## src/verilog/ebtsp_pkg.sv

```systemverilog
// Constants, register map and ratio decoding for the 8-bit timer with shared prescaler.
// Assumes register indices are word indices; byte address is four times the index.
package ebtsp_pkg;

    // Register indices and bus width.
    localparam int             ADDR_W        = 10;
    localparam logic [7:0]     IDX_COUNT     = 8'h01;
    localparam logic [7:0]     IDX_INTERRUPT_CONTROL    = 8'h0B;
    localparam logic [7:0]     IDX_INTERRUPT_CONTROL_HI = 8'h8B;
    localparam logic [7:0]     IDX_OPTION    = 8'h81;

    // Option register fields.
    localparam int             OPT_SRC_BIT    = 5;
    localparam int             OPT_EDGE_BIT   = 4;
    localparam int             OPT_ASSIGN_BIT = 3;
    localparam int             OPT_RATIO_LSB  = 0;
    localparam int             RATIO_W        = 3;

    // Interrupt control fields.
    localparam int             INT_GIE_BIT   = 7;
    localparam int             INT_OVIE_BIT  = 5;
    localparam int             INT_OVF_BIT   = 2;
    localparam logic [7:0]     INT_IMPL_MASK = 8'hA4;

    // Reset values and counts.
    localparam logic [7:0]     OPTION_RESET  = 8'hFF;
    localparam logic [7:0]     INTERRUPT_CONTROL_RESET  = 8'h00;
    localparam logic [7:0]     COUNT_RESET   = 8'h00;
    localparam logic [7:0]     COUNT_MAX     = 8'hFF;
    localparam logic [1:0]     INHIBIT_CYCLES = 2'h2;

    // Mask of low prescaler bits that must all be ones for an output tick.
    // Timer side divides by 2^(n+1), watchdog side by 2^n.
    function automatic logic [7:0] ratio_mask(input logic [RATIO_W-1:0] n,
                                              input logic               to_timer);
        logic [8:0] one_hot;
        one_hot = 9'h001 << n;
        if (to_timer) begin
            one_hot = {one_hot[7:0], 1'b0};
        end
        return 8'(one_hot - 9'h001);
    endfunction

endpackage

```

## src/verilog/ebtsp_presc_if.sv

```systemverilog
// Interface between the timer control logic and the shared prescaler.
// Assumes both ends run on the same clock.
`timescale 1ns/100ps
interface ebtsp_presc_if;
    logic       src_tick;
    logic       clear;
    logic       to_timer;
    logic [2:0] ratio;
    logic       out_tick;
    logic [7:0] count;

    modport ctrl  (output src_tick, output clear, output to_timer, output ratio,
                   input out_tick, input count);
    modport presc (input src_tick, input clear, input to_timer, input ratio,
                   output out_tick, output count);
endinterface

```

## src/verilog/ebtsp_pin_sync.sv

```systemverilog
// Three-stage synchroniser with agreement filter and edge pulses for the count pin.
// Assumes the pin is asynchronous to clk_sys.
`timescale 1ns/100ps
module ebtsp_pin_sync (
    // Clock and reset.
    input  wire logic clk_sys,
    input  wire logic resetn,
    // Pin side.
    input  wire logic pin,
    // Synchronised side.
    output logic      level,
    output logic      rise,
    output logic      fall
);
    typedef struct packed {
        logic s1;
        logic s2;
        logic s3;
        logic stable;
    } ebtsp_sync_s;

    ebtsp_sync_s st;
    ebtsp_sync_s next_st;
    logic        agree;

    // A change is accepted only once the second and third stages agree.
    always_comb begin
        next_st        = st;
        next_st.s1     = pin;
        next_st.s2     = st.s1;
        next_st.s3     = st.s2;
        agree          = (st.s2 == st.s3);
        if (agree) begin
            next_st.stable = st.s3;
        end
        rise  = agree && st.s3 && !st.stable;
        fall  = agree && !st.s3 && st.stable;
        level = st.stable;
    end

    always_ff @(posedge clk_sys or negedge resetn) begin
        if (!resetn) begin
            st <= '0;
        end else begin
            st <= next_st;
        end
    end
endmodule

```

## src/verilog/ebtsp_prescaler.sv

```systemverilog
// Shared 8-bit prescaler; divides its source tick by the selected power of two.
// Assumes the control side selects source and clear according to the assignment.
`timescale 1ns/100ps
module ebtsp_prescaler (
    // Clock and reset.
    input  wire logic       clk_sys,
    input  wire logic       resetn,
    // Control side.
    ebtsp_presc_if.presc    pif
);
    typedef struct packed {
        logic [7:0] count;
    } ebtsp_presc_s;

    ebtsp_presc_s st;
    ebtsp_presc_s next_st;
    logic [7:0]   mask;

    always_comb begin
        next_st      = st;
        mask         = ebtsp_pkg::ratio_mask(pif.ratio, pif.to_timer);
        pif.out_tick = pif.src_tick && ((st.count & mask) == mask);
        if (pif.clear) begin
            next_st.count = 8'h00;
        end else if (pif.src_tick) begin
            next_st.count = st.count + 8'h01;
        end
        pif.count = st.count;
    end

    always_ff @(posedge clk_sys or negedge resetn) begin
        if (!resetn) begin
            st <= '0;
        end else begin
            st <= next_st;
        end
    end

    logic [2:0] ratio_d;
    logic       assign_d;
    always_ff @(posedge clk_sys or negedge resetn) begin
        if (!resetn) begin
            ratio_d  <= 3'h0;
            assign_d <= 1'b0;
        end else begin
            ratio_d  <= pif.ratio;
            assign_d <= pif.to_timer;
        end
    end

    // Helper that counts source ticks since the last output or clear.
    // A ratio or assignment change zeroes the count and drops gap_ok, so checking rests until the next output or clear.
    logic [8:0] gap;
    logic       gap_ok;
    always_ff @(posedge clk_sys or negedge resetn) begin
        if (!resetn) begin
            gap    <= 9'h000;
            gap_ok <= 1'b0;
        end else if (pif.ratio != ratio_d || pif.to_timer != assign_d) begin
            gap    <= 9'h000;
            gap_ok <= 1'b0;
        end else if (pif.clear || pif.out_tick) begin
            gap    <= 9'h000;
            gap_ok <= 1'b1;
        end else if (pif.src_tick) begin
            gap    <= gap + 9'h001;
        end
    end
endmodule

```

## src/verilog/ebtsp_timer.sv

```systemverilog
// Top of the 8-bit timer/counter with a prescaler shared with the watchdog.
// Assumes one clk_sys cycle per instruction cycle and a single-cycle strobe register port.
`timescale 1ns/100ps

// Functional notes
// - Eight-bit counter sets overflow flag when wrapping from FFh to 00h.
// - Source select zero counts every instruction cycle when undivided.
// - Any counter write blocks counting for the next two cycles.
// - Source select one counts edges of the external count pin.
// - Edge select zero counts rising edges, one counts falling edges.
// - Pin edges are synchronised before counting; source must meet input timing.
// - One 8-bit prescaler serves timer or watchdog; the other runs undivided.
// - Software can neither read nor write the prescaler count.
// - Assignment bit clear routes prescaler to counter, ratios 1:2 to 1:256.
// - Assignment bit set routes prescaler to watchdog, ratios 1:1 to 1:128.
// - Counter writes clear the prescaler when it serves the counter.
// - Watchdog clear instruction clears prescaler when it serves the watchdog.
module ebtsp_timer (
    // Clock and reset.
    input  wire logic                           clk_sys,
    input  wire logic                           resetn,
    // Register port.
    input  wire logic [ebtsp_pkg::ADDR_W-1:0]   addr,
    input  wire logic [7:0]                     wdata,
    input  wire logic                           wr_en,
    input  wire logic                           rd_en,
    output logic      [7:0]                     rdata,
    // External count pin.
    input  wire logic                           external_count_input,
    // Watchdog side.
    input  wire logic                           watchdog_clear_instr,
    input  wire logic                           watchdog_tick_in,
    output logic                                watchdog_tick_out,
    // Interrupt.
    output logic                                irq
);
    typedef struct packed {
        logic [7:0] count_value;
        logic [7:0] option_config;
        logic [7:0] interrupt_control;
        logic [1:0] inhibit;
        logic [7:0] rdata;
    } ebtsp_state_s;

    ebtsp_state_s st;
    ebtsp_state_s next_st;

    ebtsp_presc_if pif ();

    logic pin_level;
    logic pin_rise;
    logic pin_fall;

    ebtsp_pin_sync u_sync (
        .clk_sys (clk_sys),
        .resetn  (resetn),
        .pin     (external_count_input),
        .level   (pin_level),
        .rise    (pin_rise),
        .fall    (pin_fall)
    );

    ebtsp_prescaler u_presc (
        .clk_sys (clk_sys),
        .resetn  (resetn),
        .pif     (pif.presc)
    );

    // Word-aligned decode of a register index.
    function automatic logic addr_hit(input logic [ebtsp_pkg::ADDR_W-1:0] a,
                                      input logic [7:0]                   idx);
        return (a[1:0] == 2'h0) && (a[ebtsp_pkg::ADDR_W-1:2] == idx);
    endfunction

    logic       wr_count;
    logic       wr_interrupt_control;
    logic       wr_option;
    logic       rd_interrupt_control;
    logic       src_counter;
    logic       edge_falling;
    logic       to_timer;
    logic       src_tick;
    logic       count_tick;
    logic       inc;
    logic       overflow;

    always_comb begin
        next_st      = st;
        wr_count     = wr_en && addr_hit(addr, ebtsp_pkg::IDX_COUNT);
        wr_interrupt_control    = wr_en && (addr_hit(addr, ebtsp_pkg::IDX_INTERRUPT_CONTROL)
                                 || addr_hit(addr, ebtsp_pkg::IDX_INTERRUPT_CONTROL_HI));
        wr_option    = wr_en && addr_hit(addr, ebtsp_pkg::IDX_OPTION);
        rd_interrupt_control    = rd_en && (addr_hit(addr, ebtsp_pkg::IDX_INTERRUPT_CONTROL)
                                 || addr_hit(addr, ebtsp_pkg::IDX_INTERRUPT_CONTROL_HI));
        src_counter  = st.option_config[ebtsp_pkg::OPT_SRC_BIT];
        edge_falling = st.option_config[ebtsp_pkg::OPT_EDGE_BIT];
        to_timer     = !st.option_config[ebtsp_pkg::OPT_ASSIGN_BIT];

        // Count source: every cycle in timer mode, selected pin edge in counter mode.
        if (!src_counter) begin
            src_tick = 1'b1;
        end else begin
            src_tick = edge_falling ? pin_fall : pin_rise;
        end

        // The prescaler serves exactly one unit; the other bypasses it.
        pif.to_timer      = to_timer;
        pif.ratio         = st.option_config[ebtsp_pkg::OPT_RATIO_LSB +: ebtsp_pkg::RATIO_W];
        pif.src_tick      = to_timer ? src_tick : watchdog_tick_in;
        pif.clear         = to_timer ? wr_count : watchdog_clear_instr;
        count_tick        = to_timer ? pif.out_tick : src_tick;
        watchdog_tick_out = to_timer ? watchdog_tick_in : pif.out_tick;

        inc      = count_tick && (st.inhibit == 2'h0);
        overflow = inc && !wr_count && (st.count_value == ebtsp_pkg::COUNT_MAX);

        // Counter and inhibit window.
        if (wr_count) begin
            next_st.count_value = wdata;
            next_st.inhibit     = ebtsp_pkg::INHIBIT_CYCLES;
        end else begin
            if (inc) begin
                next_st.count_value = st.count_value + 8'h01;
            end
            if (st.inhibit != 2'h0) begin
                next_st.inhibit = st.inhibit - 2'h1;
            end
        end

        // Configuration.
        if (wr_option) begin
            next_st.option_config = wdata;
        end

        // Interrupt control: read clears the flag, a new overflow wins over any clear.
        if (wr_interrupt_control) begin
            next_st.interrupt_control = wdata & ebtsp_pkg::INT_IMPL_MASK;
        end
        if (rd_interrupt_control) begin
            next_st.interrupt_control[ebtsp_pkg::INT_OVF_BIT] = 1'b0;
        end
        if (overflow) begin
            next_st.interrupt_control[ebtsp_pkg::INT_OVF_BIT] = 1'b1;
        end

        // Read data stand for one cycle only; the prescaler has no address.
        next_st.rdata = 8'h00;
        if (rd_en) begin
            if (addr_hit(addr, ebtsp_pkg::IDX_COUNT)) begin
                next_st.rdata = st.count_value;
            end else if (rd_interrupt_control) begin
                next_st.rdata = st.interrupt_control;
            end else if (addr_hit(addr, ebtsp_pkg::IDX_OPTION)) begin
                next_st.rdata = st.option_config;
            end
        end
    end

    always_ff @(posedge clk_sys or negedge resetn) begin
        if (!resetn) begin
            st.count_value       <= ebtsp_pkg::COUNT_RESET;
            st.option_config     <= ebtsp_pkg::OPTION_RESET;
            st.interrupt_control <= ebtsp_pkg::INTERRUPT_CONTROL_RESET;
            st.inhibit           <= 2'h0;
            st.rdata             <= 8'h00;
        end else begin
            st <= next_st;
        end
    end

    assign rdata = st.rdata;
    assign irq   = st.interrupt_control[ebtsp_pkg::INT_OVF_BIT]
                 && st.interrupt_control[ebtsp_pkg::INT_OVIE_BIT]
                 && st.interrupt_control[ebtsp_pkg::INT_GIE_BIT];
endmodule

```

## config.mk

```make
export PLATFORM = sky130hd
export DESIGN_NAME = ebtsp_timer
export DESIGN_NICKNAME = d
export VERILOG_FILES = /design/src/verilog/ebtsp_pkg.sv /design/src/verilog/ebtsp_presc_if.sv /design/src/verilog/ebtsp_pin_sync.sv /design/src/verilog/ebtsp_prescaler.sv /design/src/verilog/ebtsp_timer.sv
export SDC_FILE = /design/constraint.sdc
export NUM_CORES = 1
export LEC_CHECK = 0
export BUFFER_PORTS_ARGS = -buffer_cell sky130_fd_sc_hd__buf_2
export CAP_MARGIN = 10
export CELL_PAD_IN_SITES_DETAIL_PLACEMENT = 1
export CELL_PAD_IN_SITES_GLOBAL_PLACEMENT = 2
export CORE_MARGIN = 8
export CORE_UTILIZATION = 30
export DETAILED_ROUTE_END_ITERATION = 6
export GPL_TIMING_DRIVEN = 0
export PLACE_DENSITY_LB_ADDON = 0.1
export SLEW_MARGIN = 20
export SYNTH_ARGS = -nofsm -noshare
export SYNTH_HDL_FRONTEND = slang
export SYNTH_SLANG_ARGS = --single-unit
```

## constraint.sdc

```tcl
create_clock -name clk_sys -period 8.55 [get_ports clk_sys]
set_clock_uncertainty 0.2 [all_clocks]
set_input_delay 1.2825 -clock clk_sys [delete_from_list [all_inputs] [get_ports clk_sys]]
set_output_delay 1.2825 -clock clk_sys [all_outputs]
set_load 0.1 [all_outputs]
```

# --- After elaboration in Yosys (flattened, before gate mapping) ---
# Index checks and enable logic that the tools add are counted.
op_classes:
  n_addsub: 4
  n_eq_ne: 7
  shifts: 1
  mux: 20
  bitwise: 1
  n_reduce_logical: 29
ops:
  columns: ["operator", "count"]
  rows:
  - ["$mux W8", 9]
  - ["$eq A8 B8 Y1 const B", 3]
  - ["$logic_and A1 B1 Y1", 18]
  - ["$add A8 B1 Y8 const B", 2]
  - ["$and A8 B8 Y8", 1]
  - ["$eq A8 B1 Y1 const B", 1]
  - ["$eq A8 B4 Y1 const B", 1]
  - ["$eq A8 B8 Y1", 1]
  - ["$mux W1", 8]
  - ["$reduce_bool A2 Y1", 4]
  - ["$shl A1 B3 Y8 const A", 1]
  - ["$sub A8 B1 Y8 const B", 1]
  - ["$logic_not A2 Y1", 2]
  - ["$mux W2", 2]
  - ["$logic_not A1 Y1", 3]
  - ["$mux W3", 1]
  - ["$reduce_bool A3 Y1", 1]
  - ["$sub A2 B1 Y2 const B", 1]
  - ["$eq A1 B1 Y1", 1]
  - ["$logic_or A1 B1 Y1", 1]
totals:
  register_bits: 41
  input_bits: 25
  out_inout_bits: 10
  word_cells: 73

# --- Logic depth before layout (Yosys ltp) ---
logic_depth:
  depth_word: 12
  mapped_depth: 12
  mapped_depth_nobuf: 10

# --- Cells and area by module ---
# Synthesis repeated with hierarchy kept, for this count alone.
unflattened:
  cells_unflattened: 231
  hier_area_um2: 2347.3
modules_own_cells:
  columns: ["mod", "instances", "cells_each", "area_per_inst_um2", "seq_area_each_um2"]
  rows:
  - ["ebtsp_timer", 1, 146, 1531.5, 735.7]
  - ["ebtsp_prescaler", 1, 74, 655.6, 200.2]
  - ["ebtsp_pin_sync", 1, 11, 160.2, 100.1]

# --- Worst setup path before layout ---
# Ideal clock, no wire load.
synth_timing:
  path_type: "reg-to-output"
  start: "register st[21] in the netlist's numbering"
  end: "output watchdog_tick_out"
  arrival_ns: 4.339
  required_ns: 7.068
  path_slack_ns: 2.728
  stages_incl_launch_ff: 11
  n_path_buf: 2
  cell_sequence: "dfstp_2 buf_4 nand2b_1 or3_1 ha_1 buf_2 nor4bb_1 a211oi_1 a31o_2 o2111ai_4 a21boi_0"
synth_between:
  elab_chain_len: 6
  word_cells_on_any_way: 7
  classes_between: "1 x add/sub; 1 x eq/ne; 3 x mux; 1 x bitwise; 1 x reduce/logical"
synth_lines:
  columns: ["item", "line_no", "source"]
  rows:
  - ["from (decl)", "ebtsp_timer.sv:45", "ebtsp_state_s st;"]
  - ["from (signal assigned)", "ebtsp_timer.sv:167", "st <= next_st;"]
  - ["$mux W8", "ebtsp_pkg.sv:38", "if (to_timer) begin"]
  - ["$sub A8 B1 Y8", "ebtsp_pkg.sv:41", "return 8'(one_hot - 9'h001);"]
  - ["$and A8 B8 Y8", "ebtsp_prescaler.sv:22", "pif.out_tick = pif.src_tick && ((st.count & mask) == mask);"]
  - ["$eq A8 B8 Y1", "ebtsp_prescaler.sv:22", null]
  - ["$logic_and A1 B1 Y1", "ebtsp_prescaler.sv:22", null]
  - ["$mux W1 *", "ebtsp_timer.sv:112", "watchdog_tick_out = to_timer ? watchdog_tick_in : pif.out_tick;"]
  - ["to (decl)", "ebtsp_timer.sv:33", "output logic watchdog_tick_out,"]
# Mark *: on every way between the ends. The rest lies on a longest branch, timed or not.

# --- Worst setup path after layout ---
# Ends and elaborated chain as after synthesis.

==> reports/metrics.csv <==
metric,value,unit
Layout area overhead,17.4,%
later-pin clock latency in the skew report,290,ps
warnings from Yosys,0,
gr usage total,10.9,%
post-synthesis async set-or-reset flop share,100,%
Core Area,7690,µm²
crit path time final,4870,ps
P per Cell Area,227,nW/µm²
CTS HTree Levels,2,
CTS tree,yes,
# Post-CTS Setup Buffers,0,
RSZ-0062 raised after global routing,no,
area share of xor/xnor cells in the synthesized design,4.80,%
HPWL after DPL,4330,µm
Synth Flop Type,dfrtp_1,
Die W,105,µm
Detailed Routing Iterations Pass 1,4,
total die area,11000,µm²
Final setup viols,0,
register area share after synthesis,43.6,%
Worst EP required,7070,ps
share of layout cells above drive strength 1,33.0,%
Startpoint Class,flip-flop,
Via Count,1749,
status,completed,
dominant cell by count in the synthesized netlist,dfrtp_1,
Final nets,297,
multiplexer share of the synthesized area,6.91,%
synth top area cells,"dfrtp_1 (35%), dfstp_2 (8.9%), mux2_2 (5.2%), buf_4 (3.2%), ha_1 (3.2%)",
Die H,105,µm
gp weighted congestion,0.727,
main combinational cell family by area after synthesis,simple AND/OR/NAND/NOR gates,
PostCTS Resize Cnt,0,
synth unique cells,60,
placed cell count,361,
Buf/Inv on CP,3,
CTS buffer count,5,
final std cells w/o fill,369,
first-pass GRT wire length,9760,µm
crit path cell chain,buf_4 > nand2b_1 > or3_1 > ha_1 > buf_2 > nor4bb_1 > a211oi_1 > a31o_2 > o2111ai_4 > a21boi_0 > buf_2,
slowest cell on the critical path,dfstp_2,
io pins,35,
Port Buffers,34,
Synth top area share,34.8,%
Crit. Startpoint,st[21],
Synth top cells by count,"dfrtp_1 (33), nor2_1 (18), nand2_1 (17)",
antenna violations before repair,0,
Hold Startpoint,u_sync.next_st[2],
Synth Area in Simple Gates,22.2,%
post-route ant nets,0,
GR Overflow Total,0,
"Slew Viols, Final",0,
Crit Path Category,flip-flop to output pin,
leak pwr,1.19,nW
"Hold Vio Cnt, Final",0,
"slowest stage delay, CP",580,ps
mean post-synth cell area,10.5,µm²
R2R Setup Slk,5190,ps
Mapped Cells,225,
drt initial violations,58,
row count,32,
syn nets,256,
post-synthesis compound-gate area fraction,13.6,%
vias per cell,4.74,
clock-pin slew on the worst setup and hold paths,80,ps
hold crit path type,flip-flop to flip-flop,
clock tree buffer depth,2,
average wire per standard cell,15.7,µm
Slew @ Worst Pin,958,ps
Max-slew headroom,36.1,%
synthesis-stage register bit count,41,
crit share post-route,56.9,%
Max Fclk,205,MHz
Max-cap violations,0,
Most Frequent Cell on Critical Path,buf_2,
Worst path top cell family by delay,compound AO/OA/AOI/OAI gates,
routed wire length,5780,µm
CP endpoint kind,output pin,
Inserted Diodes,0,
setup TNS after final layout,0,ps
Post-synth EDFFs,0,
Initial Util,30.9,%
mapped cell area,2370,µm²
leading area contributor after synthesis,dfrtp_1,
vias in the first global route,1851,
hold_buf cts,0,
Critical Path AT,3380,ps
pin count of the biggest net entering global routing,42,
FF-to-FF Start,st[21],
worst-path fanout max,10,
Clk Tree Root Cell,clkbuf_8,
adder and majority gate portion of the synthesized area,3.16,%
detailed-route DRC error count,0,
CTS sink cnt,41,
peak supply drop,0.122,mV
==> state kept, by name, indices dropped and copies added, names as in the netlist <==
signal	cells
u_sync.level	1
u_sync.next_st	2
rdata	8
src_counter	1
st	16
pif.ratio	3
u_presc.pif.count	8
edge_falling	1
u_sync.st	1
==> through the flow <==
step | hold WS (ps) | instance area (µm²) | total power, mW | utilization [%] | worst slack, ps
2_1_floorplan | 131 | 2370 | 0.420 | - | 2730
3_3_place_gp | 140 | 2670 | 0.471 | 34.7 | 3970
3_5_place_dp | 139 | 2670 | 0.475 | 34.7 | 4000
4_1_cts | 163 | 2790 | 0.644 | 36.3 | 3660
5_1_grt | 165 | 2790 | 0.678 | 36.3 | 3460
6_report | 161 | 2790 | 0.632 | 36.3 | 3680
==> placed cells by master (no fill, tap or decap), types with 8 or more instances in the layout <==
cell type and n:
dfstp_2 8, nor2_1 18, nand3_1 8, nor2b_1 9, mux2_2 11, dfrtp_1 33
buf_4 10, nand2_1 17, xnor2_1 8, buf_2 36, inv_1 8
==> final cells by class <==
type / instances / area (µm²)
buffer: 14 / 100
clock buffer: 7 / 86.3
clock inverter: 1 / 30.0
fill: 907 / 4900
inverter: 9 / 33.8
multi-input combinational: 161 / 1200
sequential: 41 / 1040
tap: 102 / 128
timing repair buffer: 34 / 170
==> worst paths after layout <==
kind / to / cells past startpoint
max in group asynchronous: u_presc.pif.count[7] / 1
hold reg to reg: u_sync.next_st[1] / 0
setup / recovery: watchdog_tick_out / 11
min in group asynchronous: u_sync.level / 1
setup reg to reg: st[30] / 12
hold / removal: u_sync.next_st[1] / 0
==> per-layer routing <==
layer | up-vias | track usage [%] | routed length, µm
met5 | - | 0 | 0
met4 | 0 | 3.98 | 82
met3 | 5 | 2.64 | 189
met2 | 23 | 16.1 | 2490
met1 | 843 | 15.1 | 3020
li1 | 878 | - | -
==> cells by family (layout without fill, tap and decap cells) <==
group                      Yosys count  after routing
adders and majority gates            6              6
buffers and inverters               23             65
muxes                               15             15
AOI/OAI and AO/OA                   41             41
DFF                                 41             41
and+or+nand+nor                     86             86
xor gates and xnor gates            13             13
==> report_power, final <==
group / internal, mW / switching, mW
logic: 0.0833 / 0.0858
clock network: 0.0952 / 0.0682
registers: 0.240 / 0.0592
Note: power is estimated with default switching activity, not from simulation.
